<file path="config.mk">
export PLATFORM = sky130hd
export DESIGN_NAME = rfis_event_regs
export DESIGN_NICKNAME = d
export VERILOG_FILES = /design/src/rtl/rfis_pkg.sv /design/src/rtl/rfis_event_regs.sv
export SDC_FILE = /design/constraint.sdc
export NUM_CORES = 1
export LEC_CHECK = 0
export BUFFER_PORTS_ARGS = -buffer_cell sky130_fd_sc_hd__buf_2
export CAP_MARGIN = 40
export CORE_MARGIN = 2
export CORE_UTILIZATION = 48
export DETAILED_ROUTE_END_ITERATION = 6
export PLACE_DENSITY = 0.67
export SLEW_MARGIN = 10
export SYNTH_ARGS = -nofsm -noshare
export SYNTH_HDL_FRONTEND = slang
export SYNTH_SLANG_ARGS = --single-unit
</file>
<file path="constraint.sdc">
create_clock -name clk_i -period 5.4 [get_ports clk_i]
set_input_delay 0.54 -clock clk_i [delete_from_list [all_inputs] [get_ports clk_i]]
set_output_delay 0.54 -clock clk_i [all_outputs]
set_load 0.05 [all_outputs]
</file>
<file path="src/rtl/rfis_pkg.sv">
// constants shared by the regulator fault interrupt status block
package rfis_pkg;

   // register offsets
   localparam logic [7:0] RFIS_ADDR_RESET_CTRL = 8'h18;
   localparam logic [7:0] RFIS_ADDR_TOP_EVENT  = 8'h19;
   localparam logic [7:0] RFIS_ADDR_RESET_EVT  = 8'h1A;
   localparam logic [7:0] RFIS_ADDR_BUCK_EVENT = 8'h1B;
   localparam logic [7:0] RFIS_ADDR_LIN_EVENT  = 8'h1C;
   localparam logic [7:0] RFIS_ADDR_LIVE_STAT  = 8'h1D;

   // top_event_flags field positions
   localparam int RFIS_TOP_PV_LOSS  = 7;
   localparam int RFIS_TOP_LIN_SUM  = 6;
   localparam int RFIS_TOP_BUCK_SUM = 5;
   localparam int RFIS_TOP_SYNC_CLK = 4;
   localparam int RFIS_TOP_TSD      = 3;
   localparam int RFIS_TOP_TWARN    = 2;
   localparam int RFIS_TOP_OVP      = 1;
   localparam int RFIS_TOP_MEAS     = 0;

   // reset_event_flag and reset control positions
   localparam int RFIS_RST_EVT_BIT  = 0;
   localparam int RFIS_SWRST_BIT    = 0;

   // per-regulator field layout inside buck / linear event registers
   localparam int RFIS_GRP_PG       = 2;
   localparam int RFIS_GRP_SC       = 1;
   localparam int RFIS_GRP_ILIM     = 0;
   localparam int RFIS_GRP_STRIDE   = 4;

   // live status register positions
   localparam int RFIS_STAT_PV      = 7;
   localparam int RFIS_STAT_CLK_BAD = 4;
   localparam int RFIS_STAT_TSD     = 3;
   localparam int RFIS_STAT_TWARN   = 2;
   localparam int RFIS_STAT_OVP     = 1;

   // reset values and writable masks
   localparam logic [7:0] RFIS_FLAGS_RST   = 8'h00;
   localparam logic [7:0] RFIS_TOP_W1C     = 8'h9F;
   localparam logic [7:0] RFIS_GRP_W1C     = 8'h77;
   localparam logic [7:0] RFIS_RST_EVT_W1C = 8'h01;

   // synchroniser lanes for asynchronous analog / pin levels
   localparam int RFIS_SY_PV    = 0;
   localparam int RFIS_SY_CLK   = 1;
   localparam int RFIS_SY_TSD   = 2;
   localparam int RFIS_SY_TWARN = 3;
   localparam int RFIS_SY_OVP   = 4;
   localparam int RFIS_SY_UV    = 5;
   localparam int RFIS_SY_SC    = 6;
   localparam int RFIS_SY_ILIM  = 10;
   localparam int RFIS_SY_W     = 14;

   // regulators: 0 switcher_a, 1 switcher_b, 2 linear_reg_a, 3 linear_reg_b
   localparam int RFIS_NREG  = 4;
   localparam int RFIS_NGPO  = 2;
   localparam int RFIS_OUT_W = 6;

   // short-circuit qualification time
   localparam int RFIS_CLK_MHZ    = 250;
   localparam int RFIS_SC_TIME_US = 1000;
   localparam int RFIS_SC_CYCLES  = RFIS_SC_TIME_US * RFIS_CLK_MHZ;
   localparam int RFIS_SC_CNT_W   = 18;

endpackage : rfis_pkg

</file>
<file path="src/rtl/rfis_event_regs.sv">
// latched event, summary and live status registers of the regulator fault logic
//
// Operation
// latch power-valid loss on active-to-inactive
// linear summary bit mirrors any linear flag
// buck summary bit mirrors any buck flag
// latch external clock appear or disappear
// thermal shutdown latches, kills regulators, outputs
// no regulator enable while shutdown flag set
// latch thermal warning on rising level
// overvoltage latches, kills regulators, outputs
// latch load-current measurement done
// latch reset event on undervoltage or soft reset
// reset event clears state, restarts, flag stays; no restart pulse if the flag is still set when the event occurs
// latch per-switcher power-valid event
// latch short after over 1 ms low
// latch per-switcher current limit activity
// live thermal and overvoltage status readable
// host writes one to acknowledge
// flags reset zero, reserved bits read zero
// linear register holds per-regulator write-one-clear flags
// soft reset request self-clears, resets interface
// zero writes ignored, set beats clear
module rfis_event_regs
   import rfis_pkg::*;
#(
   parameter int SC_CYCLES = RFIS_SC_CYCLES
) (
   // clock and reset
   input  wire logic                  clk_i,
   input  wire logic                  srst_i,
   // register port
   input  wire logic [7:0]            reg_addr_i,
   input  wire logic                  reg_wr_i,
   input  wire logic [7:0]            reg_wdata_i,
   output logic      [7:0]            reg_rdata_o,
   // asynchronous analog and pin levels
   input  wire logic                  power_valid_output_i,
   input  wire logic                  sync_clk_present_i,
   input  wire logic                  thermal_shutdown_live_i,
   input  wire logic                  thermal_warning_live_i,
   input  wire logic                  input_overvoltage_live_i,
   input  wire logic                  analog_supply_low_i,
   input  wire logic [RFIS_NREG-1:0]  short_low_i,
   input  wire logic [RFIS_NREG-1:0]  current_limit_i,
   // same-clock event pulses
   input  wire logic                  load_current_done_i,
   input  wire logic [RFIS_NREG-1:0]  power_valid_event_i,
   // enable requests and gated outputs
   input  wire logic [RFIS_NREG-1:0]  reg_en_req_i,
   input  wire logic [RFIS_NGPO-1:0]  gpo_req_i,
   output logic      [RFIS_NREG-1:0]  reg_en_o,
   output logic                       general_output_a_o,
   output logic                       general_output_b_o,
   // reset event side effects
   output logic                       serial_reset_o,
   output logic                       startup_restart_o
);

   typedef struct packed {
      logic [RFIS_SY_W-1:0]                      s1;
      logic [RFIS_SY_W-1:0]                      s2;
      logic [RFIS_SY_W-1:0]                      prev;
      logic [7:0]                                top;
      logic                                      rst_flag;
      logic                                      rst_prev;
      logic [7:0]                                buck;
      logic [7:0]                                lin;
      logic [RFIS_NREG-1:0][RFIS_SC_CNT_W-1:0]   sc_cnt;
      logic [RFIS_OUT_W-1:0]                     en;
      logic [RFIS_OUT_W-1:0]                     req_prev;
      logic                                      swrst;
      logic [7:0]                                rdata;
   } rfis_state_t;

   localparam logic [RFIS_SC_CNT_W-1:0] SC_LIMIT = RFIS_SC_CNT_W'(SC_CYCLES);

   rfis_state_t q;
   rfis_state_t d;

   logic [RFIS_SY_W-1:0]  async_in;
   logic [RFIS_SY_W-1:0]  rise;
   logic [RFIS_SY_W-1:0]  fall;
   logic [7:0]            buck_set;
   logic [7:0]            lin_set;
   logic [7:0]            top_set;
   logic [RFIS_OUT_W-1:0] req;
   logic                  wr_top;
   logic                  wr_rst;
   logic                  wr_buck;
   logic                  wr_lin;
   logic                  rst_event;
   logic                  kill;
   logic [7:0]            top_view;
   logic [7:0]            stat_view;

   // gather the asynchronous levels into one synchroniser vector
   assign async_in = {current_limit_i, short_low_i, analog_supply_low_i,
                      input_overvoltage_live_i, thermal_warning_live_i,
                      thermal_shutdown_live_i, sync_clk_present_i, power_valid_output_i};
   assign rise     = q.s2 & ~q.prev;
   assign fall     = ~q.s2 & q.prev;
   assign req      = {gpo_req_i, reg_en_req_i};

   // host write strobes per register
   assign wr_top  = reg_wr_i && (reg_addr_i == RFIS_ADDR_TOP_EVENT);
   assign wr_rst  = reg_wr_i && (reg_addr_i == RFIS_ADDR_RESET_EVT);
   assign wr_buck = reg_wr_i && (reg_addr_i == RFIS_ADDR_BUCK_EVENT);
   assign wr_lin  = reg_wr_i && (reg_addr_i == RFIS_ADDR_LIN_EVENT);

   // reset event: undervoltage edge or the self-clearing soft request
   assign rst_event = rise[RFIS_SY_UV] | q.swrst;
   // faults that drop every running output at once
   assign kill = rise[RFIS_SY_TSD] | rise[RFIS_SY_OVP] | rst_event;

   // summary bits are derived, never stored, so they clear with their source
   always_comb begin
      top_view                   = q.top;
      top_view[RFIS_TOP_LIN_SUM]  = |q.lin;
      top_view[RFIS_TOP_BUCK_SUM] = |q.buck;
      stat_view                  = 8'h00;
      stat_view[RFIS_STAT_PV]     = q.s2[RFIS_SY_PV];
      stat_view[RFIS_STAT_CLK_BAD] = ~q.s2[RFIS_SY_CLK];
      stat_view[RFIS_STAT_TSD]    = q.s2[RFIS_SY_TSD];
      stat_view[RFIS_STAT_TWARN]  = q.s2[RFIS_SY_TWARN];
      stat_view[RFIS_STAT_OVP]    = q.s2[RFIS_SY_OVP];
   end

   // event sources for the top register
   always_comb begin
      top_set                    = 8'h00;
      top_set[RFIS_TOP_PV_LOSS]  = fall[RFIS_SY_PV];
      top_set[RFIS_TOP_SYNC_CLK] = rise[RFIS_SY_CLK] | fall[RFIS_SY_CLK];
      top_set[RFIS_TOP_TSD]      = rise[RFIS_SY_TSD];
      top_set[RFIS_TOP_TWARN]    = rise[RFIS_SY_TWARN];
      top_set[RFIS_TOP_OVP]      = rise[RFIS_SY_OVP];
      top_set[RFIS_TOP_MEAS]     = load_current_done_i;
   end

   // per-regulator event sources, switchers to buck, linears to linear
   always_comb begin
      buck_set = 8'h00;
      lin_set  = 8'h00;
      for (int r = 0; r < RFIS_NREG; r++) begin
         logic [2:0] ev;
         ev                = 3'h0;
         ev[RFIS_GRP_PG]   = power_valid_event_i[r];
         ev[RFIS_GRP_SC]   = q.s2[RFIS_SY_SC + r] && (q.sc_cnt[r] == SC_LIMIT);
         ev[RFIS_GRP_ILIM] = q.s2[RFIS_SY_ILIM + r];
         if (r < 2) begin
            buck_set[(r % 2) * RFIS_GRP_STRIDE +: 3] = ev;
         end else begin
            lin_set[(r % 2) * RFIS_GRP_STRIDE +: 3] = ev;
         end
      end
   end

   // next state
   always_comb begin
      d      = q;
      d.s1   = async_in;
      d.s2   = q.s1;
      d.prev = q.s2;

      // write one clears, zero leaves alone, a same-cycle set wins
      d.top  = ((q.top & ~(wr_top ? (reg_wdata_i & RFIS_TOP_W1C) : 8'h00)) | top_set)
               & RFIS_TOP_W1C;
      d.buck = ((q.buck & ~(wr_buck ? reg_wdata_i : 8'h00)) | buck_set)
               & RFIS_GRP_W1C;
      d.lin  = ((q.lin & ~(wr_lin ? reg_wdata_i : 8'h00)) | lin_set)
               & RFIS_GRP_W1C;
      d.rst_flag = (q.rst_flag & ~(wr_rst && reg_wdata_i[RFIS_RST_EVT_BIT]))
                   | rst_event;
      d.rst_prev = q.rst_flag;

      // short-circuit timers saturate so the flag keeps re-arming while low
      for (int r = 0; r < RFIS_NREG; r++) begin
         if (!q.s2[RFIS_SY_SC + r]) begin
            d.sc_cnt[r] = '0;
         end else if (q.sc_cnt[r] != SC_LIMIT) begin
            d.sc_cnt[r] = q.sc_cnt[r] + RFIS_SC_CNT_W'(1);
         end
      end

      // enables follow request, dropped on faults, re-armed only by a new request
      for (int o = 0; o < RFIS_OUT_W; o++) begin
         d.en[o] = req[o] && !kill && (q.en[o] || !q.req_prev[o]);
         if (o < RFIS_NREG && q.top[RFIS_TOP_TSD]) begin
            d.en[o] = 1'b0;
         end
      end
      d.req_prev = req;

      // soft reset request lives one cycle, then clears itself
      d.swrst = reg_wr_i && (reg_addr_i == RFIS_ADDR_RESET_CTRL)
                && reg_wdata_i[RFIS_SWRST_BIT] && !q.swrst;

      // a reset event returns every register to default except its own flag
      if (rst_event) begin
         d.top    = RFIS_FLAGS_RST;
         d.buck   = RFIS_FLAGS_RST;
         d.lin    = RFIS_FLAGS_RST;
         d.sc_cnt = '0;
      end

      // registered read data; unmapped offsets read zero
      unique case (reg_addr_i)
         RFIS_ADDR_RESET_CTRL: d.rdata = {7'h00, q.swrst};
         RFIS_ADDR_TOP_EVENT:  d.rdata = top_view;
         RFIS_ADDR_RESET_EVT:  d.rdata = {7'h00, q.rst_flag};
         RFIS_ADDR_BUCK_EVENT: d.rdata = q.buck;
         RFIS_ADDR_LIN_EVENT:  d.rdata = q.lin;
         RFIS_ADDR_LIVE_STAT:  d.rdata = stat_view;
         default:              d.rdata = 8'h00;
      endcase
   end

   // one register for all state; synchronous reset
   always_ff @(posedge clk_i) begin
      if (srst_i) begin
         q <= '0;
      end else begin
         q <= d;
      end
   end

   // outputs straight from flip-flops, except the restart pulse gated from two of them
   assign reg_rdata_o        = q.rdata;
   assign reg_en_o           = q.en[RFIS_NREG-1:0];
   assign general_output_a_o = q.en[RFIS_NREG];
   assign general_output_b_o = q.en[RFIS_NREG+1];
   assign serial_reset_o     = q.swrst;
   // restart pulse on the first cycle the reset flag is up; registered edge, no glitch
   assign startup_restart_o  = q.rst_flag && !q.rst_prev;
endmodule : rfis_event_regs

</file>
# Word level (Yosys, flattened, before mapping)
# Index checks and enable logic that the tools add are counted.
dict set report totals {
  reg_bits 149
  in_bits 44
  word_cells 113
}
dict set report op_classes {
  addsub 4
  eq_ne 14
  n_mux 4
  n_bitwise 25
  reduce_logical 48
}
# operator count
set ops {}
lappend ops {{18-bit by 1-bit adder with 18-bit output, second input constant} 4}
lappend ops {{18-bit equality test, second input constant} 4}
lappend ops {{18-bit != test, second input constant} 4}
lappend ops {{8-bit by 5-bit equality test with 1-bit output, second input constant} 6}
lappend ops {{8-bit case mux with 6 select lines} 1}
lappend ops {{1-bit logical AND} 25}
lappend ops {{8-bit OR reduction} 2}
lappend ops {{7-bit bitwise AND} 2}
lappend ops {{7-bit two-way mux} 2}
lappend ops {{7-bit NOT} 2}
lappend ops {{7-bit OR} 2}
lappend ops {{3-bit OR reduction} 4}
lappend ops {{1-bit zero test} 9}
lappend ops {{8-bit bitwise AND} 1}
lappend ops {{8-bit two-way mux} 1}
lappend ops {{8-bit NOT} 1}
lappend ops {{8-bit OR} 1}
lappend ops {{6-bit bitwise AND} 1}
lappend ops {{1-bit logical OR} 6}
lappend ops {{1-bit NOT} 6}
lappend ops {{6-bit NOT} 1}
lappend ops {{1-bit OR} 5}
lappend ops {{2-bit OR reduction} 2}
lappend ops {{2-bit bitwise AND} 1}
lappend ops {{2 further kinds} 2}

# Longest topological paths before layout
# Gate-level depths: netlist of run 1.
dict set report depth {
  depth_word 7
  depth_mapped 6
  ltp_nobuf 5
}

# Worst setup path before layout of run 1
# Ideal clock, no wire load.
dict set report synth_path {
  path_type {input-to-reg}
  from {input port reg_addr_i[7]}
  to {register q[102] (netlist name)}
  setup_ns 0.117
  t_arrival_ns 1.693
  t_required_ns 5.283
  path_slack_ns 3.589
  stages 5
  path_cell_list {nor3b_1 > and4_1 > clkbuf_1 > nand3_1 > a32o_1}
}
dict set report synth_via {
  elab_chain_cells 6
}
# item line_no
set synth_lines {}
lappend synth_lines {{start, declared} rfis_event_regs.sv:33} ;# input wire logic [7:0] reg_addr_i,
lappend synth_lines {{8-bit by 5-bit equality test with 1-bit output} rfis_event_regs.sv:108} ;# assign wr_buck = reg_wr_i && (reg_addr_i == RFIS_ADDR_BUCK_EVENT);
lappend synth_lines {{1-bit logical AND} rfis_event_regs.sv:108}
lappend synth_lines {{7-bit two-way mux} rfis_event_regs.sv:168} ;# d.buck = ((q.buck & ~(wr_buck ? reg_wdata_i : 8'h00)) | buck_set)
lappend synth_lines {{7-bit NOT} rfis_event_regs.sv:168}
lappend synth_lines {{7-bit bitwise AND} rfis_event_regs.sv:168}
lappend synth_lines {{7-bit OR} rfis_event_regs.sv:168}
lappend synth_lines {{end signal, assigned} rfis_event_regs.sv:221} ;# q <= '0;
lappend synth_lines {{end signal, assigned} rfis_event_regs.sv:223} ;# q <= d;
lappend synth_lines {{end, declared} rfis_event_regs.sv:78} ;# rfis_state_t q;
# Every way passes these cells.
# A chain may end at the register's enable or synchronous reset.

# Worst setup path after layout of run 1
dict set report layout_path {
  from {input port srst_i}
  to {register q[92] (netlist name)}
}
dict set report layout_via {
  elab_chain_cells 1
}
# item line_no
set layout_lines {}
lappend layout_lines {{start, declared} rfis_event_regs.sv:31} ;# input wire logic srst_i,
lappend layout_lines {{3-bit OR reduction (no line)} -}
# Every way passes these cells.

==> results of run 1 <==
-- metrics by stage --
step / area, sq um / power, W / cells / utilization (%)
floorplan: 6150 / 0.00120 / 691 / -
global placement: 6490 / 0.00124 / 889 / 51.7
detailed placement: 6490 / 0.00124 / 889 / 51.7
CTS: 7060 / 0.00235 / 921 / 56.2
global route: 7070 / 0.00241 / 922 / 56.2
finish: 7070 / 0.00233 / 922 / 56.2
-- routing by layer --
metal	track usage, %	part of all wire, %
met5	0	0
met2	31.3	48
met1	24.8	46
met4	6.27	1.4
met3	5.20	4.5
-- cells in the final DEF (no fill, tap or decap), types with 5 or more instances in the layout --
cell type,n
sky130_fd_sc_hd__nor4_1,17
sky130_fd_sc_hd__or3_1,18
sky130_fd_sc_hd__nor2_1,65
sky130_fd_sc_hd__o21ai_0,41
sky130_fd_sc_hd__a21oi_1,25
sky130_fd_sc_hd__inv_1,37
sky130_fd_sc_hd__xor2_1,10
sky130_fd_sc_hd__ha_1,8
sky130_fd_sc_hd__mux2i_1,6
sky130_fd_sc_hd__nand2_1,37
sky130_fd_sc_hd__nor3_1,16
sky130_fd_sc_hd__and4_1,5
sky130_fd_sc_hd__nand2b_1,10
sky130_fd_sc_hd__xnor2_1,32
sky130_fd_sc_hd__buf_2,59
sky130_fd_sc_hd__and3_1,12
sky130_fd_sc_hd__or4_1,10
sky130_fd_sc_hd__nand4_1,20
sky130_fd_sc_hd__nand3_1,32
sky130_fd_sc_hd__dfxtp_1,147
sky130_fd_sc_hd__nor2b_1,50
sky130_fd_sc_hd__clkbuf_16,17
-- registers in the layout, summed over array words and instances, names as in the netlist --
register and count:
d 27, general_output_b_o 1, buck_set 2, q 103, reg_en_o 4, reg_rdata_o 8, serial_reset_o 1, general_output_a_o 1
-- worst register-to-register path, stage by stage, from the launching register on --
cell and delay (ns):
sky130_fd_sc_hd__dfxtp_1 0.37, sky130_fd_sc_hd__nor2_1 0.45, sky130_fd_sc_hd__nand3_1 0.58, sky130_fd_sc_hd__or4_1 0.66, sky130_fd_sc_hd__o21ai_0 0.08
-- power by group --
part	leakage, nW	switching [W]	total, W	internal [W]
registers	1.20	0.0000114	0.00112	0.00111
logic	1.01	0.0000582	0.0000958	0.0000376
clock network	0.268	0.000461	0.00112	0.000654
total	2.47	0.000530	0.00233	0.00180
-- layout make-up --
type	instances	area, sq um
antenna	1	2.50
clock buffer	20	447
tap	172	215
inverter	37	139
clock inverter	12	123
multi-input combinational	473	2900
timing repair buffer	60	303
sequential	147	2940
fill	1152	5500
-- path summary, 6_finish.rpt --
path	end	cells past startpoint	slack [ns]	start
worst min-delay path	d[137]	2	0.33	input_overvoltage_live_i
worst max-delay path	q[92]	5	2.99	srst_i
worst min register to register	buck_set[4]	1	0.44	d[144]
worst max register to register	q[92]	4	3.18	serial_reset_o
-- cells in the mapped netlist (3+ instances only) --
master / n
sky130_fd_sc_hd__dfxtp_1: 147
sky130_fd_sc_hd__nor2_1: 65
sky130_fd_sc_hd__nor2b_1: 50
sky130_fd_sc_hd__o21ai_0: 41
sky130_fd_sc_hd__inv_1: 37
sky130_fd_sc_hd__nand2_1: 37
sky130_fd_sc_hd__nand3_1: 32
sky130_fd_sc_hd__xnor2_1: 32
sky130_fd_sc_hd__a21oi_1: 25
sky130_fd_sc_hd__clkbuf_1: 21
sky130_fd_sc_hd__nand4_1: 20
sky130_fd_sc_hd__or3_1: 18
sky130_fd_sc_hd__nor4_1: 17
sky130_fd_sc_hd__nor3_1: 16
sky130_fd_sc_hd__and3_1: 12
sky130_fd_sc_hd__buf_4: 12
sky130_fd_sc_hd__nand2b_1: 10
sky130_fd_sc_hd__or4_1: 10
sky130_fd_sc_hd__xor2_1: 10
sky130_fd_sc_hd__ha_1: 8
sky130_fd_sc_hd__mux2i_1: 6
sky130_fd_sc_hd__and4_1: 5
sky130_fd_sc_hd__a31oi_1: 4
sky130_fd_sc_hd__a32o_1: 4
sky130_fd_sc_hd__a41oi_1: 4
sky130_fd_sc_hd__nand3b_1: 4
sky130_fd_sc_hd__nor4b_1: 4
sky130_fd_sc_hd__nor4bb_1: 4
sky130_fd_sc_hd__o21a_1: 4
sky130_fd_sc_hd__o31ai_1: 4
sky130_fd_sc_hd__nor3b_1: 3
sky130_fd_sc_hd__o22ai_1: 3
-- kinds of logic (layout without fill, tap and decap cells) --
logic type,Yosys count,in the layout,share of synthesized area (%)
compound gates,100,100,9.77
simple gates,315,315,28.4
mux,8,8,1.34
xor+xnor,42,42,5.98
flops,147,147,47.9
other cells,0,1,0
buf+inv,71,129,5.07
fa+ha+maj,8,8,1.63
==> reports/results.env, run 1 <==
RUN_STATUS='finished clean'
NUMCTSBUFFERS=17
ROUTE.DETAILED.VIAS_PER_INST=5.33
ANTENNA_FOUND_INITIAL=1
MAX_FREQ_GHz=0.415
CTS-ROOT-TO-SINK-BUFFERS=2
SLEW_HEADROOM_PCT=38.0
CORE_AREA_SQ_UM=12600
POST_CTS.RESIZED_INSTANCES=0
MAX_SLEW_VIOLATIONS=0
PLACEMENT_ROWS=41
POST_SYNTH_ARST_SHARE_PCT=0
POWER_PER_CELL_AREA_nW_PER_UM2=330
PATH_CELLS='buf_2, nor2_1, nand3_1, or4_1, o21ai_0'
CTS.ROOT.BUFFER_CELL='sky130_fd_sc_hd__clkbuf_16'
VIA_COUNT=4912
CLOCK_INSERTION_DELAY_WORST_SKEW_NS=0.41
WORST-SLEW-PIN-TRANSITION_NS=0.927
PLACE_WS_NS=2.59
POST_SYNTH_EDFFS=0
INITIAL_UTIL_PCT=48.9
PLACEMENT.IO_BUFFERS=59
WORSTHOLDPATHTYPE='input pin to register'
SHARE_OF_THE_CLOCK_PERIOD_USED_BY_THE_WORST_PATH_AFTER_LAYOUT_PCT=44.6
VIA_COUNT_OF_THE_FIRST_GLOBAL_ROUTING_PASS=4526
POST-ROUTE-WORST-SETUP-SLACK_NS=2.99
CTSHOLDBUFFERS=0
SETUP_VIOLATIONS=0
WORST-ENDPOINT-ARRIVAL_NS=2.74
CTS.SINKS=147
GRT_UTIL_ALL_LAYERS_PCT=19.2
WIRE_PER_INST_UM=13.6
IO_PINS=60
CPLARGESTDELAYFAMILY='simple AND/OR/NAND/NOR gates'
WIRE_LENGTH_OF_THE_FIRST_GLOBAL_ROUTING_PASS_MM=20.8
GLOBAL_ROUTE.OVERFLOW_TOTAL=0
SYNTHDOMINANTAREACELLTYPE='sky130_fd_sc_hd__dfxtp_1'
DIE-HEIGHT_UM=117
FINALHOLDVIOLATIONS=0
TIMING.CRITICAL_PATH.SLOWEST_CELL_DELAY_NS=0.66
DRC=0
POSTSYNTH.TOPFLOPCELL='sky130_fd_sc_hd__dfxtp_1'
CRIT_REQUIRED_NS=5.73
MIN_PERIOD_NS=2.41
PATH_MAX_FANOUT=45
WORST_PATH_MAX_DELAY_CELL='sky130_fd_sc_hd__or4_1'
GPL.FINAL_WEIGHTED_CONGESTION=0.798
WORSTSETUPSTARTPOINTTYPE='input pin'
SHARE_OF_THE_YOSYS_CHIP_AREA_BELONGING_TO_REGISTERS_PCT=47.9
H-TREE-DEPTH=4
CLKTRANSATPATHREGS_NS=0.06
DIE_W_UM=117
SYNTH_NETS=743
SYNTH_WARNINGS=0
YS_TOP_CELLS_BY_AREA='sky130_fd_sc_hd__dfxtp_1, sky130_fd_sc_hd__nor2b_1, sky130_fd_sc_hd__xnor2_1, sky130_fd_sc_hd__nor2_1, sky130_fd_sc_hd__o21ai_0'
TIMING.CRITICAL_PATH.BUF_INV=1
FINALWIRELENGTH_MM=12.6
DP.FINAL_HPWL_MM=8.81
SYNTHTOLAYOUTAREAGROWTH_PCT=14.9
SYNTHESIS_STAGE_REGISTER_BIT_COUNT=147
NUMBER_OF_OPTIMIZATION_ITERATIONS_IN_THE_FIRST_DETAILED_ROUTE_PASS=5
FINISH.NET_COUNT=788
FLOORPLAN.DIE_AREA_SQ_UM=13700
CAP_VIOLATIONS=0
TRITONCTS='built'
FINAL_HOLD_SLACK_NS=0.331
NETLIST_INSTANCES=691
TOTAL_LEAKAGE_POWER_nW=2.47
POWER.IR.VDD_WORST_V=0.000238
SETUP_REPAIR_AFTER_GLOBAL_ROUTING_MISSED_ITS_MARGIN='false'
INITIALDRTVIOLATIONCOUNT=292
YOSYS.CELL_TYPES.COUNT=51
SYN_AREA_SQ_UM=6150
DRTANTENNAVIOLNETS=0
WORSTSETUPENDPOINTTYPE='register'
NETLIST.AREA_LEADER.SHARE_PCT=47.9
FIN_SETUP_TNS_NS=0
SYNTHESIS.AREA_PER_INSTANCE_SQ_UM=8.90
GRT_START_MAX_NET_PINS=46
WORST-SETUP-PATH-TYPE='input pin to register'
TIMING.CLOCK.SKEW_NS=0.00841
CTS_SETUP_BUFFERS=0
POST_ROUTE_CELLS_DRIVE_ABOVE_1_SHARE_PCT=13.0
Power figures use the tool's default switching activity.
==> inputs of run 2 (changes only) <==
Clock period 5.4 ns to 2.27 ns, I/O delays scaled along.
==> run 2 against run 1 <==
Sequential share of layout area shrank 0.80 points. Via count grew 0.75%. Register-to-register slack lost 2.8 ns. Sequential power grew 140%. Power grew 140%. Non-clock buffer count grew 19. Combinational power grew to 2.6 times the previous value. Hold slack lost 0.31 ns. Clock skew grew 0.0014 ns. Critical endpoint is now q[55]. Highest routed layer unchanged.
==> reports/results.env, run 2 (same netlist as run 1, synthesis figures left out) <==
WORSTSETUPSTARTPOINTTYPE='register'
FINALWIRELENGTH_MM=12.8
CTS.SINKS=147
PATH_CELLS='ha_1, nand2_1, or3_4, or4_1, a21oi_1'
DRTANTENNAVIOLNETS=0
TRITONCTS='built'
PATH_MAX_FANOUT=5
POWER_FRAC_CLOCK_PCT=47.2
ANTENNA_CELLS_INSERTED=0
MOST-COMMON-LAYOUT-CELLS='sky130_fd_sc_hd__dfxtp_1, sky130_fd_sc_hd__nor2_1, sky130_fd_sc_hd__buf_2'
CRIT_REQUIRED_NS=2.61
FLOORPLAN.DIE_AREA_SQ_UM=13700
VIA_COUNT=4949
CTS-ROOT-TO-SINK-BUFFERS=2
WIRE_LENGTH_OF_THE_FIRST_GLOBAL_ROUTING_PASS_MM=21.7
FINAL_HOLD_SLACK_NS=0.0161
WORSTSETUPENDPOINTTYPE='register'
GPL.FINAL_WEIGHTED_CONGESTION=0.838
H-TREE-DEPTH=4
SHARE_OF_THE_CLOCK_PERIOD_USED_BY_THE_WORST_PATH_AFTER_LAYOUT_PCT=85.0
TOTAL_LEAKAGE_POWER_nW=2.56
FIN_SETUP_TNS_NS=0
PWR-SHARE-COMB_PCT=4.5
SLEW_HEADROOM_PCT=64.2
PLACEMENT.IO_BUFFERS=59
DIE-HEIGHT_UM=117
INSTANCE_COUNT_ALONG_THE_MOST_CRITICAL_HOLD_PATH=2
CORE_AREA_SQ_UM=12600
LARGEST_REG_FLOPS=103
SETUP_VIOLATIONS=0
POWER_SWITCHING_W=0.00124
FINISH.NET_COUNT=807
NUMBER_OF_OPTIMIZATION_ITERATIONS_IN_THE_FIRST_DETAILED_ROUTE_PASS=5
CAP_VIOLATIONS=0
FILLERS=1108
GRT_UTIL_ALL_LAYERS_PCT=20.2
ROUTE.DETAILED.VIAS_PER_INST=5.28
REGISTER_BANK_WITH_THE_MOST_FLOPS='q'
WORST-SETUP-PATH-TYPE='register to register'
WORST_PATH_MAX_DELAY_CELL='sky130_fd_sc_hd__or4_1'
WORST-ENDPOINT-ARRIVAL_NS=2.27
WORSTHOLDPATHTYPE='input pin to register'
NETSWITCHINGFRACTION_PCT=22.5
DP.FINAL_HPWL_MM=9.29
INTERNAL_POWER_CONTRIBUTION_W=0.00427
VIA_COUNT_OF_THE_FIRST_GLOBAL_ROUTING_PASS=4663
SEQ_POWER_SHARE_PCT=48.3
CLKTRANSATPATHREGS_NS=0.06
NUMCTSBUFFERS=17
SETUP_REPAIR_AFTER_GLOBAL_ROUTING_MISSED_ITS_MARGIN='false'
INITIAL_UTIL_PCT=48.9
CPLARGESTDELAYFAMILY='simple AND/OR/NAND/NOR gates'
POWER.IR.VDD_WORST_V=0.000528
GRT_START_MAX_NET_PINS=23
POST_ROUTE_CELLS_DRIVE_ABOVE_1_SHARE_PCT=14.2
WORST-SLEW-PIN-TRANSITION_NS=0.532
INITIALDRTVIOLATIONCOUNT=367
GLOBAL_ROUTE.OVERFLOW_TOTAL=0
FINALHOLDVIOLATIONS=0
ANTENNA_FOUND_INITIAL=0
TIMING.CLOCK.SKEW_NS=0.00979
WORST_R2R_PATH_DEPTH=5
DIE_W_UM=117
PATH_DEPTH=5
TIMING.CRITICAL_PATH.BUF_INV=0
WIRE_PER_INST_UM=13.7
PLACEMENT.CELL_AREA_SQ_UM=6590
PLACEMENT_ROWS=41
IO_PINS=60
DRC=0
MAX_SLEW_VIOLATIONS=0
SYNTHTOLAYOUTAREAGROWTH_PCT=17.2
MIN_PERIOD_NS=1.93
CLOCK_INSERTION_DELAY_WORST_SKEW_NS=0.42
FINISH.INSTANCE_AREA_SQ_UM=7200
CTS_SETUP_BUFFERS=0
MAX_FREQ_GHz=0.518
LAYOUT.CELLS.MOST_COMMON='sky130_fd_sc_hd__dfxtp_1'
POWER_PER_CELL_AREA_nW_PER_UM2=765
RUN_STATUS='finished clean'
TIMING.CRITICAL_PATH.SLOWEST_CELL_DELAY_NS=0.51
CTS.ROOT.BUFFER_CELL='sky130_fd_sc_hd__clkbuf_16'
run 2: cell count changes in the layout (fill, tap and decap cells not counted):
cell,delta
sky130_fd_sc_hd__dlygate4sd3_1,+6
sky130_fd_sc_hd__diode_2,-1
sky130_fd_sc_hd__clkinvlp_4,-2
sky130_fd_sc_hd__buf_4,+13
sky130_fd_sc_hd__clkbuf_1,-1
sky130_fd_sc_hd__clkinv_2,+2
sky130_fd_sc_hd__inv_6,-3
sky130_fd_sc_hd__clkinv_4,+2
run 2: path summary, 6_finish.rpt:
kind / from / to / slack (ns)
max: q[39] / q[55] / 0.34
min: input_overvoltage_live_i / d[137] / 0.02
max reg2reg: q[39] / q[55] / 0.34
min reg2reg: d[134] / d[120] / 0.44
run 2: stage by stage:
stage	power [W]	setup WS [ns]	cells	utilization, %
4_1_cts	0.00557	0.352	938	57.3
3_3_place_gp	0.00295	0.401	902	52.5
2_1_floorplan	0.00287	0.516	691	-
6_report	0.00551	0.340	938	57.3
5_1_grt	0.00571	0.236	938	57.3
3_5_place_dp	0.00296	0.365	902	52.5
run 2: worst register-to-register path, cell delays in order (launching register included):
cell and delay (ns):
sky130_fd_sc_hd__dfxtp_1 0.38, sky130_fd_sc_hd__ha_1 0.24, sky130_fd_sc_hd__nand2_1 0.15, sky130_fd_sc_hd__or3_4 0.43, sky130_fd_sc_hd__or4_1 0.51, sky130_fd_sc_hd__a21oi_1 0.15
run 2: power groups by stage:
stage / registers, W / logic [W] / clock network (W)
floorplan: 0.00272 / 0.000149 / 0
global placement: 0.00272 / 0.000233 / 0
detailed placement: 0.00272 / 0.000240 / 0
CTS: 0.00266 / 0.000250 / 0.00265
global route: 0.00267 / 0.000277 / 0.00277
finish: 0.00266 / 0.000248 / 0.00260
run 2: area by class of cell:
type                    count  area [sq um]  share of cell area (%)
clock inverters            11           109                    1.51
repair buffers             79           460                    6.39
well taps                 172           215                    2.99
multi-input cells         473          2900                    40.2
flip-flops and latches    147          2940                    40.8
clock buffers              19           443                    6.15
inverters                  37           139                    1.93
run 2: layer usage:
| layer | global-route usage, % | routed length, um | vias up |
|---|---|---|---|
| met2 | 31.0 | 6140 | 87 |
| met1 | 26.5 | 6110 | 2317 |
| li1 | - | - | 2533 |
| met5 | 0 | 0 | - |
| met3 | 5.77 | 429 | 12 |
| met4 | 9.02 | 153 | 0 |
run 2: repair_timing:
action	in CTS	in global routing
resized for setup	0	0
hold buffers	6	0
endpoints found under the hold margin	6	0
==> inputs of run 3 (changes only) <==
==> constraint.sdc (replaced) <==
create_clock -name clk_i -period 2.27 [get_ports clk_i]
set_input_delay 0.1135 -clock clk_i [delete_from_list [all_inputs] [get_ports clk_i]]
set_output_delay 0.1135 -clock clk_i [all_outputs]
set_load 0.05 [all_outputs]
==> run 3 against run 2 <==
Clock skew increased by 0.0022 ns. Maximum frequency decreased by 3.6%. Wire length increased by 4.8%. Critical path depth increased by 1. Flip-flop and latch count unchanged. Final area increased by 4.5%. Global-route usage increased by 0.59 points. Highest routed layer unchanged. Die area unchanged. Via count increased by 3.7%. Sequential share of layout area decreased by 1.8 points. Clock power increased by 14%. Non-clock buffer count increased by 24.
==> reports/results.env, run 3 (same netlist as run 1, synthesis figures left out) <==
FINALHOLDVIOLATIONS=0
NETSWITCHINGFRACTION_PCT=21.8
DIE_W_UM=117
WORSTSETUPSTARTPOINT='serial_reset_o'
FINALWIRELENGTH_MM=13.5
SETUP_VIOLATIONS=0
MAX_FREQ_GHz=0.500
TIMING.CLOCK.SKEW_NS=0.0120
INITIALDRTVIOLATIONCOUNT=283
POST_ROUTE_CELLS_DRIVE_ABOVE_1_SHARE_PCT=13.9
NUMBER_OF_OPTIMIZATION_ITERATIONS_IN_THE_FIRST_DETAILED_ROUTE_PASS=5
PLACEMENT.IO_BUFFERS=59
WORST-SLEW-PIN-TRANSITION_NS=0.521
VIA_COUNT=5130
VIA_COUNT_OF_THE_FIRST_GLOBAL_ROUTING_PASS=4941
BEGINNING_OF_THE_WORST_REGISTER_TO_REGISTER_PATH='serial_reset_o'
ANTENNA_CELLS_INSERTED=0
ANTENNA_FOUND_INITIAL=0
WORSTHOLDSTART='reg_wdata_i[5]'
SETUP_REPAIR_AFTER_GLOBAL_ROUTING_MISSED_ITS_MARGIN='false'
TRITONCTS='built'
DP.FINAL_HPWL_MM=9.27
MIN_PERIOD_NS=2.00
DIE-HEIGHT_UM=117
NUMCTSBUFFERS=17
CTS-ROOT-TO-SINK-BUFFERS=2
GRT_UTIL_ALL_LAYERS_PCT=20.8
CTS.SINKS=147
WORST-ENDPOINT-ARRIVAL_NS=2.36
INITIAL_UTIL_PCT=48.9
SHARE_OF_THE_CLOCK_PERIOD_USED_BY_THE_WORST_PATH_AFTER_LAYOUT_PCT=88.2
GLOBAL_ROUTE.OVERFLOW_TOTAL=0
REGISTER_BANK_WITH_THE_MOST_FLOPS='q'
CORE_AREA_SQ_UM=12600
CLOCK_INSERTION_DELAY_WORST_SKEW_NS=0.42
FINISH.INSTANCE_AREA_SQ_UM=7530
DRC=0
GPL.FINAL_WEIGHTED_CONGESTION=0.860
ROUTE.DETAILED.VIAS_PER_INST=5.32
WORSTSETUPSTARTPOINTTYPE='register'
WIRE_LENGTH_OF_THE_FIRST_GLOBAL_ROUTING_PASS_MM=22.5
FLOORPLAN.DIE_AREA_SQ_UM=13700
WORSTSETUPENDPOINTTYPE='register'
WORST-SETUP-PATH-TYPE='register to register'
PWR-SHARE-COMB_PCT=4.8
WIRE_PER_INST_UM=14.0
H-TREE-DEPTH=4
MAX_SLEW_VIOLATIONS=0
LARGEST_REG_FLOPS=103
WORST_PATH_MAX_DELAY_CELL='sky130_fd_sc_hd__dlygate4sd3_1'
POST_CTS.RESIZED_INSTANCES=0
TOTAL_LEAKAGE_POWER_nW=2.69
MOST-COMMON-LAYOUT-CELLS='sky130_fd_sc_hd__dfxtp_1, sky130_fd_sc_hd__nor2_1, sky130_fd_sc_hd__buf_2'
INTERNAL_POWER_CONTRIBUTION_W=0.00462
CTS_SETUP_BUFFERS=0
FIN_SETUP_TNS_NS=0
CTS.ROOT.BUFFER_CELL='sky130_fd_sc_hd__clkbuf_16'
IO_PINS=60
POWER.IR.VDD_WORST_V=0.000577
CLKTRANSATPATHREGS_NS=0.06
WORST-R2R-SETUP-SLACK_NS=0.27
DRTANTENNAVIOLNETS=0
POWER_SWITCHING_W=0.00129
SLEW_HEADROOM_PCT=64.9
CRIT_REQUIRED_NS=2.63
PLACEMENT_ROWS=41
POWER_FRAC_CLOCK_PCT=50.1
PLACEMENT.CELL_AREA_SQ_UM=6590
SYNTHTOLAYOUTAREAGROWTH_PCT=22.4
FINISH.NET_COUNT=831
PATH_MAX_FANOUT=12
POWER_PER_CELL_AREA_nW_PER_UM2=786
TIMING.CRITICAL_PATH.SLOWEST_CELL_DELAY_NS=0.55
LAYOUT.CELLS.MOST_COMMON='sky130_fd_sc_hd__dfxtp_1'
PATH_CELLS='or2_2, nor2_1, buf_4, o21ai_0, a31oi_1, dlygate4sd3_1'
CAP_VIOLATIONS=0
GRT_START_MAX_NET_PINS=24
RUN_STATUS='finished clean'
SEQ_POWER_SHARE_PCT=45.1
WORSTHOLDPATHTYPE='input pin to register'
==> run 3: cell types whose count changed in the layout (fill, tap and decap cells not counted) <==
cell / before / now
sky130_fd_sc_hd__clkinv_4: 6 / 3
sky130_fd_sc_hd__buf_4: 14 / 13
sky130_fd_sc_hd__clkinvlp_4: 1 / 4
sky130_fd_sc_hd__bufinv_16: 1 / 4
sky130_fd_sc_hd__clkinv_2: 2 / 0
sky130_fd_sc_hd__clkbuf_8: 1 / 0
sky130_fd_sc_hd__dlygate4sd3_1: 6 / 31
sky130_fd_sc_hd__inv_6: 1 / 3
==> run 3: worst max-delay path: cells and delay by family, from the launching register on <==
family,cells,cell delay (ns)
compound gates,2,0.23
flops,1,0.38
simple gates,2,0.55
buf+inv,2,0.78
==> run 3: what timing repair did <==
action	CTS	global route
setup endpoints to repair	0	0
endpoints found under the hold margin	34	0
hold buffers	31	0
==> run 3: layer usage <==
metal	up-vias	GRT usage (%)	routed length, um
met4	0	8.39	196
met1	2397	26.4	6180
met2	130	33.5	6540
met5	-	0	0
li1	2586	-	-
met3	17	5.77	538
==> run 3: area by class of cell <==
cell class | count | area, sq um
tap | 172 | 215
multi-input combinational | 473 | 2900
inverter | 37 | 139
clock inverter | 14 | 203
clock buffer | 18 | 429
sequential | 147 | 2940
fill | 1068 | 5040
timing repair buffer | 103 | 703
==> run 3: final timing paths <==
check	cells past startpoint	to
hold reg to reg	1	d[132]
setup reg to reg	6	q[95]
setup / recovery	6	q[95]
hold / removal	3	q[98]
==> run 3: power by group through the flow <==
stage / sequential, W / combinational, W / clock [W]
3_5_place_dp: 0.00272 / 0.000241 / 0
3_3_place_gp: 0.00272 / 0.000234 / 0
6_report: 0.00267 / 0.000284 / 0.00296
4_1_cts: 0.00266 / 0.000283 / 0.00301
5_1_grt: 0.00267 / 0.000314 / 0.00315
2_1_floorplan: 0.00272 / 0.000149 / 0
==> run 3: metrics by stage <==
stage	utilization, %	total power, W	setup slack, ns	cells	hold WS, ns
2_1_floorplan	-	0.00287	0.516	691	0.194
3_3_place_gp	52.4	0.00295	0.401	901	0.314
3_5_place_dp	52.4	0.00296	0.355	901	0.325
4_1_cts	59.9	0.00596	0.285	964	0.0260
5_1_grt	59.9	0.00613	0.138	964	0.0441
6_report	59.9	0.00591	0.269	964	0.0458
